### config.mk
export PLATFORM = sky130hd
export DESIGN_NAME = dmcsr_top
export DESIGN_NICKNAME = d
export VERILOG_FILES = /design/src/dmcsr_pkg.sv /design/src/dmcsr_top.sv /design/src/dmcsr_decode.sv
export SDC_FILE = /design/constraint.sdc
export NUM_CORES = 1
export LEC_CHECK = 0
export ABC_AREA = 1
export BUFFER_PORTS_ARGS = -buffer_cell sky130_fd_sc_hd__buf_4
export CORE_MARGIN = 5
export CORE_UTILIZATION = 35
export CTS_CLUSTER_DIAMETER = 80
export DETAILED_ROUTE_END_ITERATION = 8
export PLACE_DENSITY = 0.51
export SYNTH_ARGS = -nofsm -noshare
export SYNTH_HDL_FRONTEND = slang
export SYNTH_SLANG_ARGS = --single-unit
### constraint.sdc
create_clock -name mclk_i -period 32 [get_ports mclk_i]
set_input_delay 6.4 -clock mclk_i [delete_from_list [all_inputs] [get_ports mclk_i]]
set_output_delay 6.4 -clock mclk_i [all_outputs]
set_load 0.05 [all_outputs]
### src/dmcsr_pkg.sv
// Purpose: Shared types and constants of the DSP memory decode and control bank.
// Assumes: Byte-wide host bus, 17-bit address, active-low space strobes.
// Notes:   Offsets are low-byte addresses inside the control block.
package dmcsr_pkg;

  // ==========================================================
  // Address map
  localparam int              ADDR_W     = 17;
  localparam int              NSECT      = 8;
  localparam int              SECT_SHIFT = 14;
  localparam logic [16:0]     CSIOP_LO   = 17'h0_0000;
  localparam logic [16:0]     CSIOP_HI   = 17'h0_00FF;
  localparam logic [16:0]     EXT_LO     = 17'h0_0200;
  localparam logic [16:0]     EXT_HI     = 17'h0_0207;
  localparam logic [16:0]     SECT_SPAN  = 17'h0_3FFF;
  localparam logic [16:0]     BYTE_DMA_CHANNEL_HI    = 17'h1_FFFF;

  // ==========================================================
  // Register offsets
  localparam logic [7:0] OFS_B_IN   = 8'h01;
  localparam logic [7:0] OFS_B_OUT  = 8'h05;
  localparam logic [7:0] OFS_B_DIR  = 8'h07;
  localparam logic [7:0] OFS_B_DRV  = 8'h09;
  localparam logic [7:0] OFS_B_IMC  = 8'h0B;
  localparam logic [7:0] OFS_B_OEN  = 8'h0D;
  localparam logic [7:0] OFS_C_IN   = 8'h10;
  localparam logic [7:0] OFS_D_IN   = 8'h11;
  localparam logic [7:0] OFS_C_OUT  = 8'h12;
  localparam logic [7:0] OFS_D_OUT  = 8'h13;
  localparam logic [7:0] OFS_C_DIR  = 8'h14;
  localparam logic [7:0] OFS_D_DIR  = 8'h15;
  localparam logic [7:0] OFS_C_DRV  = 8'h16;
  localparam logic [7:0] OFS_D_DRV  = 8'h17;
  localparam logic [7:0] OFS_C_IMC  = 8'h18;
  localparam logic [7:0] OFS_C_OEN  = 8'h1A;
  localparam logic [7:0] OFS_D_OEN  = 8'h1B;
  localparam logic [7:0] OFS_OMC_AB = 8'h20;
  localparam logic [7:0] OFS_OMC_BC = 8'h21;
  localparam logic [7:0] OFS_MSK_AB = 8'h22;
  localparam logic [7:0] OFS_MSK_BC = 8'h23;
  localparam logic [7:0] OFS_PM0    = 8'hB0;
  localparam logic [7:0] OFS_PM2    = 8'hB4;
  localparam logic [7:0] OFS_PROT   = 8'hC0;
  localparam logic [7:0] OFS_SECUR  = 8'hC2;
  localparam logic [7:0] OFS_JTAG   = 8'hC7;
  localparam logic [7:0] OFS_PAGE   = 8'hE0;
  localparam logic [7:0] REG_RESET  = 8'h00;

  // ==========================================================
  // Carriers
  typedef struct packed {
    logic        io_n;
    logic        dm_n;
    logic        bd_n;
    logic        wr_n;
    logic        rd_n;
    logic [16:0] addr;
    logic [7:0]  data;
  } dmcsr_bus_t;

  typedef struct packed {
    logic       csiop;
    logic       ext_cs_n;
    logic [7:0] sector;
  } dmcsr_dec_t;

  localparam dmcsr_bus_t BUS_IDLE = '{1'b1, 1'b1, 1'b1, 1'b1, 1'b1, 17'h0_0000, 8'h00};
  localparam dmcsr_dec_t DEC_IDLE = '{1'b0, 1'b1, 8'h00};

endpackage : dmcsr_pkg

### src/dmcsr_top.sv
// Purpose: Decoder and runtime control-register bank of a DSP companion memory.
// Assumes: Host pins are asynchronous to mclk_i and are filtered here.
// Notes:   Writes take effect on the rising edge of the filtered write strobe.

// Function
// - Control block selected for 0x00-0xFF only with I/O strobe alone.
// - Byte DMA space maps eight 16K sectors contiguously over 128K.
// - Overlay space selects sector n at 0x0000-0x3FFF when page equals n.
// - External chip select low for I/O addresses 0x200-0x207 only.
// - Control block spans 256 locations, 27 hold registers.
// - Reset clears every control register to zero.
// - Pin input offsets return live pin levels; writes ignored.
// - Output latches drive pins in output mode and read back.
// - Direction bit 1 makes pin output, 0 input; readable.
// - Drive select registers pick open drain or slew; readable.
// - Input macrocell offsets return live cell state; writes ignored.
// - Enable-out offsets return driver enable state; writes ignored.
// - Offsets 20 and 21 read and load output macrocells.
// - Mask bit 1 blocks read and write of matching macrocell.
// - Offset C0 reports sector protection; writes ignored.
// - Offset C2 reads 1 when the device is secured.
// - Offset C7 enables test port pins and reads back.
// - Power management registers at B0 and B4 are read/write.
// - Page register at E0 is read/write and steers overlay decode.
module dmcsr_top (
  input  wire logic        mclk_i,         // 25 MHz clock
  input  wire logic        rst_i,          // Async reset, high
  input  wire logic        bus_io_n_i,     // I/O space strobe
  input  wire logic        bus_dm_n_i,     // Data overlay strobe
  input  wire logic        bus_bd_n_i,     // Byte DMA strobe
  input  wire logic        bus_wr_n_i,     // Write strobe
  input  wire logic        bus_rd_n_i,     // Read strobe
  input  wire logic [16:0] bus_addr_i,     // Host address
  input  wire logic [7:0]  bus_data_i,     // Host data, low byte
  output logic      [7:0]  data_o,         // Read data
  output logic             data_oe_o,      // Read data drive enable
  output logic             csiop_sel_o,    // Control block selected
  output logic             ext_cs_n_o,     // External peripheral select
  output logic      [7:0]  sector_sel_o,   // Flash sector selects
  input  wire logic [7:0]  port_b_pin_i,   // Port B pin levels
  input  wire logic [7:0]  port_c_pin_i,   // Port C pin levels
  input  wire logic [7:0]  port_d_pin_i,   // Port D pin levels
  output logic      [7:0]  port_b_out_o,   // Port B output latch
  output logic      [7:0]  port_c_out_o,   // Port C output latch
  output logic      [7:0]  port_d_out_o,   // Port D output latch
  output logic      [7:0]  port_b_oe_o,    // Port B drive enable
  output logic      [7:0]  port_c_oe_o,    // Port C drive enable
  output logic      [7:0]  port_d_oe_o,    // Port D drive enable
  output logic      [7:0]  port_b_drive_o, // Port B drive type
  output logic      [7:0]  port_c_drive_o, // Port C drive type
  output logic      [7:0]  port_d_drive_o, // Port D drive type
  input  wire logic [7:0]  imc_b_i,        // Port B input macrocells
  input  wire logic [7:0]  imc_c_i,        // Port C input macrocells
  input  wire logic [7:0]  sector_prot_i,  // Sector protection setting
  input  wire logic        secure_i,       // Security bit
  output logic      [7:0]  omc_ab_o,       // Output_cells_bank_ab
  output logic      [7:0]  omc_bc_o,       // Output_cells_bank_bc
  output logic      [7:0]  pm0_o,          // Power management 0
  output logic      [7:0]  pm2_o,          // Power management 2
  output logic      [7:0]  jtag_en_o,      // Test port pin enable
  output logic      [7:0]  page_o          // Memory page
);

  localparam int SW = $bits(dmcsr_pkg::dmcsr_bus_t) + 24;

  // ==========================================================
  // Pin filtering: three stages, accept when stages two and three agree
  logic [SW-1:0]         raw;
  logic [SW-1:0]         s1_r;
  logic [SW-1:0]         s2_r;
  logic [SW-1:0]         s3_r;
  logic [SW-1:0]         flt_r;
  logic [SW-1:0]         flt_nxt;
  logic [SW-1:0]         flt_rst;

  assign raw     = {bus_io_n_i, bus_dm_n_i, bus_bd_n_i, bus_wr_n_i, bus_rd_n_i,
                    bus_addr_i, bus_data_i, port_b_pin_i, port_c_pin_i, port_d_pin_i};
  assign flt_rst = {dmcsr_pkg::BUS_IDLE, 24'h00_0000};
  assign flt_nxt = (~(s2_r ^ s3_r) & s3_r) | ((s2_r ^ s3_r) & flt_r);

  always_ff @(posedge mclk_i or posedge rst_i) begin
    if (rst_i) begin
      s1_r  <= flt_rst;
      s2_r  <= flt_rst;
      s3_r  <= flt_rst;
      flt_r <= flt_rst;
    end else begin
      s1_r  <= raw;
      s2_r  <= s1_r;
      s3_r  <= s2_r;
      flt_r <= flt_nxt;
    end
  end

  dmcsr_pkg::dmcsr_bus_t bus;
  dmcsr_pkg::dmcsr_bus_t bus_q_r;
  logic [2:0][7:0]       pin;
  logic [2:0][7:0]       pin_q_r;

  assign bus = flt_r[SW-1:24];
  assign pin = flt_r[23:0];

  // Delayed copy lines up with the registered decode
  always_ff @(posedge mclk_i or posedge rst_i) begin
    if (rst_i) begin
      bus_q_r <= dmcsr_pkg::BUS_IDLE;
      pin_q_r <= 24'h00_0000;
    end else begin
      bus_q_r <= bus;
      pin_q_r <= pin;
    end
  end

  // ==========================================================
  // Decode
  dmcsr_pkg::dmcsr_dec_t dec;
  logic [7:0]            page_r;

  dmcsr_decode u_decode (
    .mclk_i (mclk_i),
    .rst_i  (rst_i),
    .bus_i  (bus),
    .page_i (page_r),
    .dec_o  (dec)
  );

  assign csiop_sel_o  = dec.csiop;
  assign ext_cs_n_o   = dec.ext_cs_n;
  assign sector_sel_o = dec.sector;

  // ==========================================================
  // Register write strobe
  logic       wr_rise;
  logic       rd_act;
  logic [7:0] ofs;
  logic [7:0] wdat;

  assign wr_rise = dec.csiop && !bus_q_r.wr_n && bus.wr_n;
  assign rd_act  = dec.csiop && !bus_q_r.rd_n;
  assign ofs     = bus_q_r.addr[7:0];
  assign wdat    = bus_q_r.data;

  // ==========================================================
  // Port registers
  logic [2:0][7:0] out_r;
  logic [2:0][7:0] dir_r;
  logic [2:0][7:0] drv_r;

  always_ff @(posedge mclk_i or posedge rst_i) begin
    if (rst_i) begin
      out_r <= '0;
    end else if (wr_rise) begin
      case (ofs)
        dmcsr_pkg::OFS_B_OUT: out_r[0] <= wdat;
        dmcsr_pkg::OFS_C_OUT: out_r[1] <= wdat;
        dmcsr_pkg::OFS_D_OUT: out_r[2] <= wdat;
        default: out_r <= out_r;
      endcase
    end
  end

  always_ff @(posedge mclk_i or posedge rst_i) begin
    if (rst_i) begin
      dir_r <= '0;
    end else if (wr_rise) begin
      case (ofs)
        dmcsr_pkg::OFS_B_DIR: dir_r[0] <= wdat;
        dmcsr_pkg::OFS_C_DIR: dir_r[1] <= wdat;
        dmcsr_pkg::OFS_D_DIR: dir_r[2] <= wdat;
        default: dir_r <= dir_r;
      endcase
    end
  end

  always_ff @(posedge mclk_i or posedge rst_i) begin
    if (rst_i) begin
      drv_r <= '0;
    end else if (wr_rise) begin
      case (ofs)
        dmcsr_pkg::OFS_B_DRV: drv_r[0] <= wdat;
        dmcsr_pkg::OFS_C_DRV: drv_r[1] <= wdat;
        dmcsr_pkg::OFS_D_DRV: drv_r[2] <= wdat;
        default: drv_r <= drv_r;
      endcase
    end
  end

  assign port_b_out_o   = out_r[0];
  assign port_c_out_o   = out_r[1];
  assign port_d_out_o   = out_r[2];
  assign port_b_oe_o    = dir_r[0];
  assign port_c_oe_o    = dir_r[1];
  assign port_d_oe_o    = dir_r[2];
  assign port_b_drive_o = drv_r[0];
  assign port_c_drive_o = drv_r[1];
  assign port_d_drive_o = drv_r[2];

  // ==========================================================
  // Output macrocells and masks
  logic [7:0] omc_ab_r;
  logic [7:0] omc_bc_r;
  logic [7:0] msk_ab_r;
  logic [7:0] msk_bc_r;

  always_ff @(posedge mclk_i or posedge rst_i) begin
    if (rst_i) begin
      msk_ab_r <= dmcsr_pkg::REG_RESET;
      msk_bc_r <= dmcsr_pkg::REG_RESET;
    end else if (wr_rise && ofs == dmcsr_pkg::OFS_MSK_AB) begin
      msk_ab_r <= wdat;
    end else if (wr_rise && ofs == dmcsr_pkg::OFS_MSK_BC) begin
      msk_bc_r <= wdat;
    end
  end

  // Masked cells keep their value
  always_ff @(posedge mclk_i or posedge rst_i) begin
    if (rst_i) begin
      omc_ab_r <= dmcsr_pkg::REG_RESET;
      omc_bc_r <= dmcsr_pkg::REG_RESET;
    end else if (wr_rise && ofs == dmcsr_pkg::OFS_OMC_AB) begin
      omc_ab_r <= (omc_ab_r & msk_ab_r) | (wdat & ~msk_ab_r);
    end else if (wr_rise && ofs == dmcsr_pkg::OFS_OMC_BC) begin
      omc_bc_r <= (omc_bc_r & msk_bc_r) | (wdat & ~msk_bc_r);
    end
  end

  assign omc_ab_o = omc_ab_r;
  assign omc_bc_o = omc_bc_r;

  // ==========================================================
  // Power, test port and page
  logic [7:0] pm0_r;
  logic [7:0] pm2_r;
  logic [7:0] jtag_r;

  always_ff @(posedge mclk_i or posedge rst_i) begin
    if (rst_i) begin
      pm0_r  <= dmcsr_pkg::REG_RESET;
      pm2_r  <= dmcsr_pkg::REG_RESET;
      jtag_r <= dmcsr_pkg::REG_RESET;
      page_r <= dmcsr_pkg::REG_RESET;
    end else if (wr_rise) begin
      case (ofs)
        dmcsr_pkg::OFS_PM0:  pm0_r  <= wdat;
        dmcsr_pkg::OFS_PM2:  pm2_r  <= wdat;
        dmcsr_pkg::OFS_JTAG: jtag_r <= wdat;
        dmcsr_pkg::OFS_PAGE: page_r <= wdat;
        default: page_r <= page_r;
      endcase
    end
  end

  assign pm0_o     = pm0_r;
  assign pm2_o     = pm2_r;
  assign jtag_en_o = jtag_r;
  assign page_o    = page_r;

  // ==========================================================
  // Read path; unused and read-only targets ignore writes
  logic [7:0] rd_nxt;
  logic [7:0] rdata_r;
  logic       rd_oe_r;

  always_comb begin
    case (ofs)
      dmcsr_pkg::OFS_B_IN:   rd_nxt = pin_q_r[2];
      dmcsr_pkg::OFS_C_IN:   rd_nxt = pin_q_r[1];
      dmcsr_pkg::OFS_D_IN:   rd_nxt = pin_q_r[0];
      dmcsr_pkg::OFS_B_OUT:  rd_nxt = out_r[0];
      dmcsr_pkg::OFS_C_OUT:  rd_nxt = out_r[1];
      dmcsr_pkg::OFS_D_OUT:  rd_nxt = out_r[2];
      dmcsr_pkg::OFS_B_DIR:  rd_nxt = dir_r[0];
      dmcsr_pkg::OFS_C_DIR:  rd_nxt = dir_r[1];
      dmcsr_pkg::OFS_D_DIR:  rd_nxt = dir_r[2];
      dmcsr_pkg::OFS_B_DRV:  rd_nxt = drv_r[0];
      dmcsr_pkg::OFS_C_DRV:  rd_nxt = drv_r[1];
      dmcsr_pkg::OFS_D_DRV:  rd_nxt = drv_r[2];
      dmcsr_pkg::OFS_B_IMC:  rd_nxt = imc_b_i;
      dmcsr_pkg::OFS_C_IMC:  rd_nxt = imc_c_i;
      dmcsr_pkg::OFS_B_OEN:  rd_nxt = dir_r[0];
      dmcsr_pkg::OFS_C_OEN:  rd_nxt = dir_r[1];
      dmcsr_pkg::OFS_D_OEN:  rd_nxt = dir_r[2];
      dmcsr_pkg::OFS_OMC_AB: rd_nxt = omc_ab_r & ~msk_ab_r;
      dmcsr_pkg::OFS_OMC_BC: rd_nxt = omc_bc_r & ~msk_bc_r;
      dmcsr_pkg::OFS_MSK_AB: rd_nxt = msk_ab_r;
      dmcsr_pkg::OFS_MSK_BC: rd_nxt = msk_bc_r;
      dmcsr_pkg::OFS_PM0:    rd_nxt = pm0_r;
      dmcsr_pkg::OFS_PM2:    rd_nxt = pm2_r;
      dmcsr_pkg::OFS_PROT:   rd_nxt = sector_prot_i;
      dmcsr_pkg::OFS_SECUR:  rd_nxt = {7'h00, secure_i};
      dmcsr_pkg::OFS_JTAG:   rd_nxt = jtag_r;
      dmcsr_pkg::OFS_PAGE:   rd_nxt = page_r;
      default:               rd_nxt = dmcsr_pkg::REG_RESET;
    endcase
  end

  always_ff @(posedge mclk_i or posedge rst_i) begin
    if (rst_i) begin
      rdata_r <= dmcsr_pkg::REG_RESET;
      rd_oe_r <= 1'b0;
    end else begin
      rdata_r <= rd_act ? rd_nxt : dmcsr_pkg::REG_RESET;
      rd_oe_r <= rd_act;
    end
  end

  assign data_o    = rdata_r;
  assign data_oe_o = rd_oe_r;
endmodule : dmcsr_top

### src/dmcsr_decode.sv
// Purpose: Registered address decoder for control block, chip select, sectors.
// Assumes: Bus input already filtered onto mclk_i.
// Notes:   Outputs lag the bus by one clock.
module dmcsr_decode (
  input  wire logic                 mclk_i,  // System clock
  input  wire logic                 rst_i,   // Async reset, high
  input  wire dmcsr_pkg::dmcsr_bus_t bus_i,  // Filtered host bus
  input  wire logic [7:0]           page_i,  // Memory page register
  output dmcsr_pkg::dmcsr_dec_t     dec_o    // Registered selects
);

  // ==========================================================
  // Strobe qualification
  logic                  io_only;
  logic                  dm_only;
  logic                  bd_only;
  dmcsr_pkg::dmcsr_dec_t dec_nxt;

  assign io_only = !bus_i.io_n && bus_i.dm_n && bus_i.bd_n;
  assign dm_only = bus_i.io_n && !bus_i.dm_n && bus_i.bd_n;
  assign bd_only = bus_i.io_n && bus_i.dm_n && !bus_i.bd_n;

  assign dec_nxt.csiop = io_only && bus_i.addr >= dmcsr_pkg::CSIOP_LO
                         && bus_i.addr <= dmcsr_pkg::CSIOP_HI;
  assign dec_nxt.ext_cs_n = !(io_only && bus_i.addr >= dmcsr_pkg::EXT_LO
                              && bus_i.addr <= dmcsr_pkg::EXT_HI);

  for (genvar n = 0; n < dmcsr_pkg::NSECT; n++) begin : g_sect
    assign dec_nxt.sector[n] =
      (bd_only && bus_i.addr <= dmcsr_pkg::BYTE_DMA_CHANNEL_HI
       && bus_i.addr[dmcsr_pkg::ADDR_W-1:dmcsr_pkg::SECT_SHIFT] == 3'(n))
      || (dm_only && bus_i.addr <= dmcsr_pkg::SECT_SPAN
          && page_i == 8'(n));
  end

  always_ff @(posedge mclk_i or posedge rst_i) begin
    if (rst_i) begin
      dec_o <= dmcsr_pkg::DEC_IDLE;
    end else begin
      dec_o <= dec_nxt;
    end
  end
endmodule : dmcsr_decode

After elaboration in Yosys (flattened, before gate mapping)
Index checks and enable logic that the tools add are counted.
- $lt $le $gt $ge: 6
- equal/unequal tests: 41
- multiplexer cells: 2
- bitwise operators: 17
- reduce and logical (&&, ||, !) cells: 69
- operators by type and width (operator ; number):
    case mux 8 bit (24 select lines) ; 1
    AND 54 bit ; 2
    == test 8 x 5 -> 1 bit (second input constant) ; 11
    inverter 54 bit ; 1
    bitwise OR 54 bit ; 1
    XOR 54 bit ; 1
    AND 8 bit ; 6
    == test 8 x 3 -> 1 bit (second input constant) ; 6
    == test 8 bit (second input constant) ; 6
    logical AND 1 bit ; 35
    == test 8 x 6 -> 1 bit (second input constant) ; 4
    AND reduction 2 bit ; 15
    == test 8 x 4 -> 1 bit (second input constant) ; 3
    greater-or-equal comparator 17 x 1 -> 1 bit (second input constant) ; 1
    greater-or-equal comparator 17 x 10 -> 1 bit (second input constant) ; 1
    less-or-equal comparator 17 x 10 -> 1 bit (second input constant) ; 1
    less-or-equal comparator 17 x 14 -> 1 bit (second input constant) ; 1
    less-or-equal comparator 17 bit (second input constant) ; 1
    less-or-equal comparator 17 x 8 -> 1 bit (second input constant) ; 1
    == test 8 x 1 -> 1 bit (second input constant) ; 2
    == test 8 x 2 -> 1 bit (second input constant) ; 2
    inverter 8 bit ; 2
    bitwise OR 8 bit ; 2
    == test 3 bit (second input constant) ; 4
    9 further kinds ; 25
- register bits after elaboration: 413
- bits of input ports: 81
- output and inout port bits: 139
- word-level logic and storage cells: 168

Depth between registers and ports, before layout
- word-level depth: 6
- depth in mapped cells: 11
- depth with buffers taken out: 10

Cells and area by module
From an unflattened synthesis, not the netlist that was laid out.
- cell total of the unflattened synthesis: 1379
- area, all modules: 15038.2 um^2
- modules (own cells, without submodules) (module ; times used ; cells each ; area an instance (um^2) ; sequential area each (um^2)):
    dmcsr_top ; 1 ; 1280 ; 14401.3 ; 10112.2
    dmcsr_decode ; 1 ; 99 ; 636.9 ; 251.5

Least setup slack after synthesis
No wires, ideal clock.
- path type: flip-flop to output port
- start: register page_r[1], in the netlist page_o[1]
- end: output port page_o[1]
- data arrival time: 673 ps
- required time: 25600 ps
- path slack: 24927 ps
- stages on the path, launching flop included: 1
- path buffers: 0
- path through: dfrtp_1
- RTL lines (element ; line ; source):
    start, declared ; dmcsr_top.sv:117 ; logic [7:0] page_r;
    start signal, assigned ; dmcsr_top.sv:242 ; page_r <= dmcsr_pkg::REG_RESET;
    start signal, assigned ; dmcsr_top.sv:248 ; dmcsr_pkg::OFS_PAGE: page_r <= wdat;
    start signal, assigned ; dmcsr_top.sv:249 ; default: page_r <= page_r;
    end, declared ; dmcsr_top.sv:61 ; output logic [7:0] page_o
No word-level cell between the ends.

Worst setup path in the final report
- start: register page_r[2], in the netlist page_o[2]
- end: output port page_o[2]
No word-level cell between the ends.

==> key figures <==
CTS
  – Post-cts sizing count: 0
  – Sink Count: around 410
  – Clock latency on the worst-skew pair: between 500 and 600 ps
  – CTS tree: done
  – CTS clk-pin slew, worst paths: around 60 ps
  – CTS Buffer Depth: 3
  – Clock H-tree levels: 2
  – # hold bufs at CTS: 0
  – CTS root buf: clkbuf_16
  – CTS buffer count: between 40 and 50
  – Post-CTS setup buffers: 0

Setup path
  – Kind of critical path: register to primary output
  – Startpoint types: register
  – Critical Path RT: around 26,000 ps
  – Crit end category: primary output
  – Worst Reg2Reg Path Length in Cells: 5
  – WP data arrival: ~1400 ps
  – Worst reg2reg setup slack: between 20,000 and 30,000 ps
  – WP depth: 1
  – Crit-path leading delay family: flip-flops
  – Reg2reg end: port_d_oe_o[5]
  – CP cell instances: buf_4
  – CP max stage cell: dfrtp_1
  – Crit path max fanout: 7
  – Max incr delay on CP: 500 ps
  – Worst path bufs/invs: 1

Detailed routing
  – Pre-antenna DRT Iters: 5
  – Post-Route WL: between 40,000 and 50,000 µm
  – Wire length per cell: between 20 and 25 µm
  – Via count: a little over 10k
  – Number of vias per cell: 4.81
  – DRC violations left: 0
  – Post-route ant nets: 0
  – Initial detailed-routing violation count: just under 800

Placed design
  – Placed instance count: around 2.1k
  – DP HPWL: between 30,000 and 40,000 µm
  – Final RePlAce weighted congestion: about 0.87
  – IO Port Bufs: roughly 220

STA
  – Slew margin rel.: slightly below 30%
  – Worst Tran Pin Value: 1060 ps
  – Hold Vio Cnt, Final: 0
  – Period minus WS final: 7750 ps
  – Final Max Tran Viols: 0
  – Min Hold Slack: around 330 ps
  – Post-Route Setup TNS: 0 ps
  – Layout Skew: between 30 and 40 ps
  – Final period utilization: approximately a quarter
  – Unrepaired setup endpoints after global routing: no
  – Fmax: between 0.1 and 0.15 GHz
  – Final setup vio count: 0

Synthesis
  – Yosys cell types: 26
  – Synth warnings: 0
  – Avg Cell Area, Syn: about 11 µm²
  – Syn Inst Count: around 1.4k
  – Synth Register Bits: around 410
  – Yosys top cell by area: dfrtp_1
  – Synth top area share: approximately two thirds
  – Sequential-to-total area share from yosys stat: a little over two thirds
  – Synth Net Count: between 1k and 1.5k
  – Mapped Area: around 15,000 µm²
  – Largest cells by area after synthesis: dfrtp_1 66%, nand2_1 8.5%, nand3_1 4.4%, dfstp_2 4.1%, maj3_1 3.6%

Floorplanning
  – Core Rows: between 70 and 80
  – Num ports: 220
  – CORE AREA: roughly 42,000 µm²
  – Initial Util: approximately 35%
  – Die Ht: approximately 220 µm
  – Die Width: around 220 µm
  – Die ar.: around 47,000 µm²

Power
  – Power per Cell Area: between 60 and 70 nW/µm²
  – Total Power: around 1.1 mW
  – P_leak: roughly 9 nW
  – Peak VDD IR: 0.0470 mV

Global route
  – GR peak layer: met2
  – Number of global-route vias before repair: between 10k and 15k
  – Gr usage total: a little under a fifth
  – First-pass GRT wire length: 65,900 µm
  – Met1 Use GR: between 20% and 30%
  – Congestion Overflow GR: 0
  – M2 GR Usage: 28.5%
  – Met3 Use GR: approximately 5.6%
  – Initial antenna violation count: 0
  – Largest net degree at the start of global routing: approximately 130

Outcome
  – Status: complete, no violations

Layout
  – Layout cells sized above 1: between 20% and 30%
  – Diodes inserted: 0
  – Nets: between 1.5k and 2k
  – Fin cells: between 2k and 2.5k
  – Fillers: between 3k and 4k
  – Layout area overhead: 25.1%
  – Final core occ: around 44%

Min path
  – Worst Hold Class: register to register
  – Endpoint, Worst Hold: s2_r[32]
  – Min-Delay Startpoint: s1_r[32]
  – Hold Path Cell Cnt: 0

Run
  – Max Cap Viol: 0
placed cells by master, fill, tap and decap left out, types with 7 or more instances in the layout:
master / n
dfrtp_1: 390
nand2_1: 337
buf_4: 226
nand3_1: 130
nor2_1: 111
o21ai_0: 102
inv_1: 56
maj3_1: 54
clkbuf_16: 45
o21ai_1: 39
dfstp_2: 23
nor2_2: 14
nand4_1: 10
clkbuf_8: 9
clkinv_2: 8
clkbuf_1: 8
nand2_2: 7
inv_2: 7
nand3_2: 7
nor2_4: 7
power breakdown:
part | leakage, nW | switching [mW] | total, mW | internal, mW
Combinational | 2.91 | 0.0359 | 0.0502 | 0.0144
Clock | 0.740 | 0.212 | 0.519 | 0.307
Sequential | 5.15 | 0.0128 | 0.559 | 0.547
final cells by class:
class,count,area (µm²),area share (%)
clock buffer,62,1280,6.90
timing repair buffer,226,1700,9.14
multi-input combinational,837,4060,21.9
inverter,64,248,1.33
sequential,413,10400,55.8
tap,539,674,3.63
clock inverter,19,236,1.27
per-layer routing:
layer / vias up / wire length [µm]
li1: 4897 / -
met1: 5044 / 18900
met2: 367 / 20000
met3: 76 / 3640
met4: 0 / 1460
met5: - / 0
through the flow:
stage                     setup WS, ps  cell area (µm²)
after global routing             24020            18600
after CTS                        24210            18600
after floorplan                  14150            14800
after global placement           23720            17000
final                            24250            18600
after detailed placement         23690            17000
worst max-delay path by stage:
stage / slack [ps] / end / start
floorplan: 14150 / asynchronous set/reset pin / rst_i
global placement: 23720 / asynchronous set/reset pin / rst_i
detailed placement: 23690 / asynchronous set/reset pin / rst_i
CTS: 24210 / page_o[2] / page_o[2]
global route: 24020 / pm2_o[1] / rst_i
finish: 24250 / page_o[2] / page_o[2]
cell families after synthesis:
kind of cell / Yosys count / synth area share (%)
simple gates: 638 / 18.7
flops: 413 / 69.8
compound gates: 145 / 4.94
fa+ha+maj: 54 / 3.64
buf+inv: 102 / 2.85
cells in the mapped netlist, drive strengths merged:
master    n
nand3b    5
dfrtp   390
nor3      5
nor4      1
nand3   137
dfstp    23
nor3b     2
a21oi     2
o21ai   141
o41ai     2
nand4    10
nand2   344
nor2    132
maj3     54
clkbuf   20
and3      1
nor4b     1
buf      18
inv      64
No activity file was read; power rests on OpenSTA's default activity.
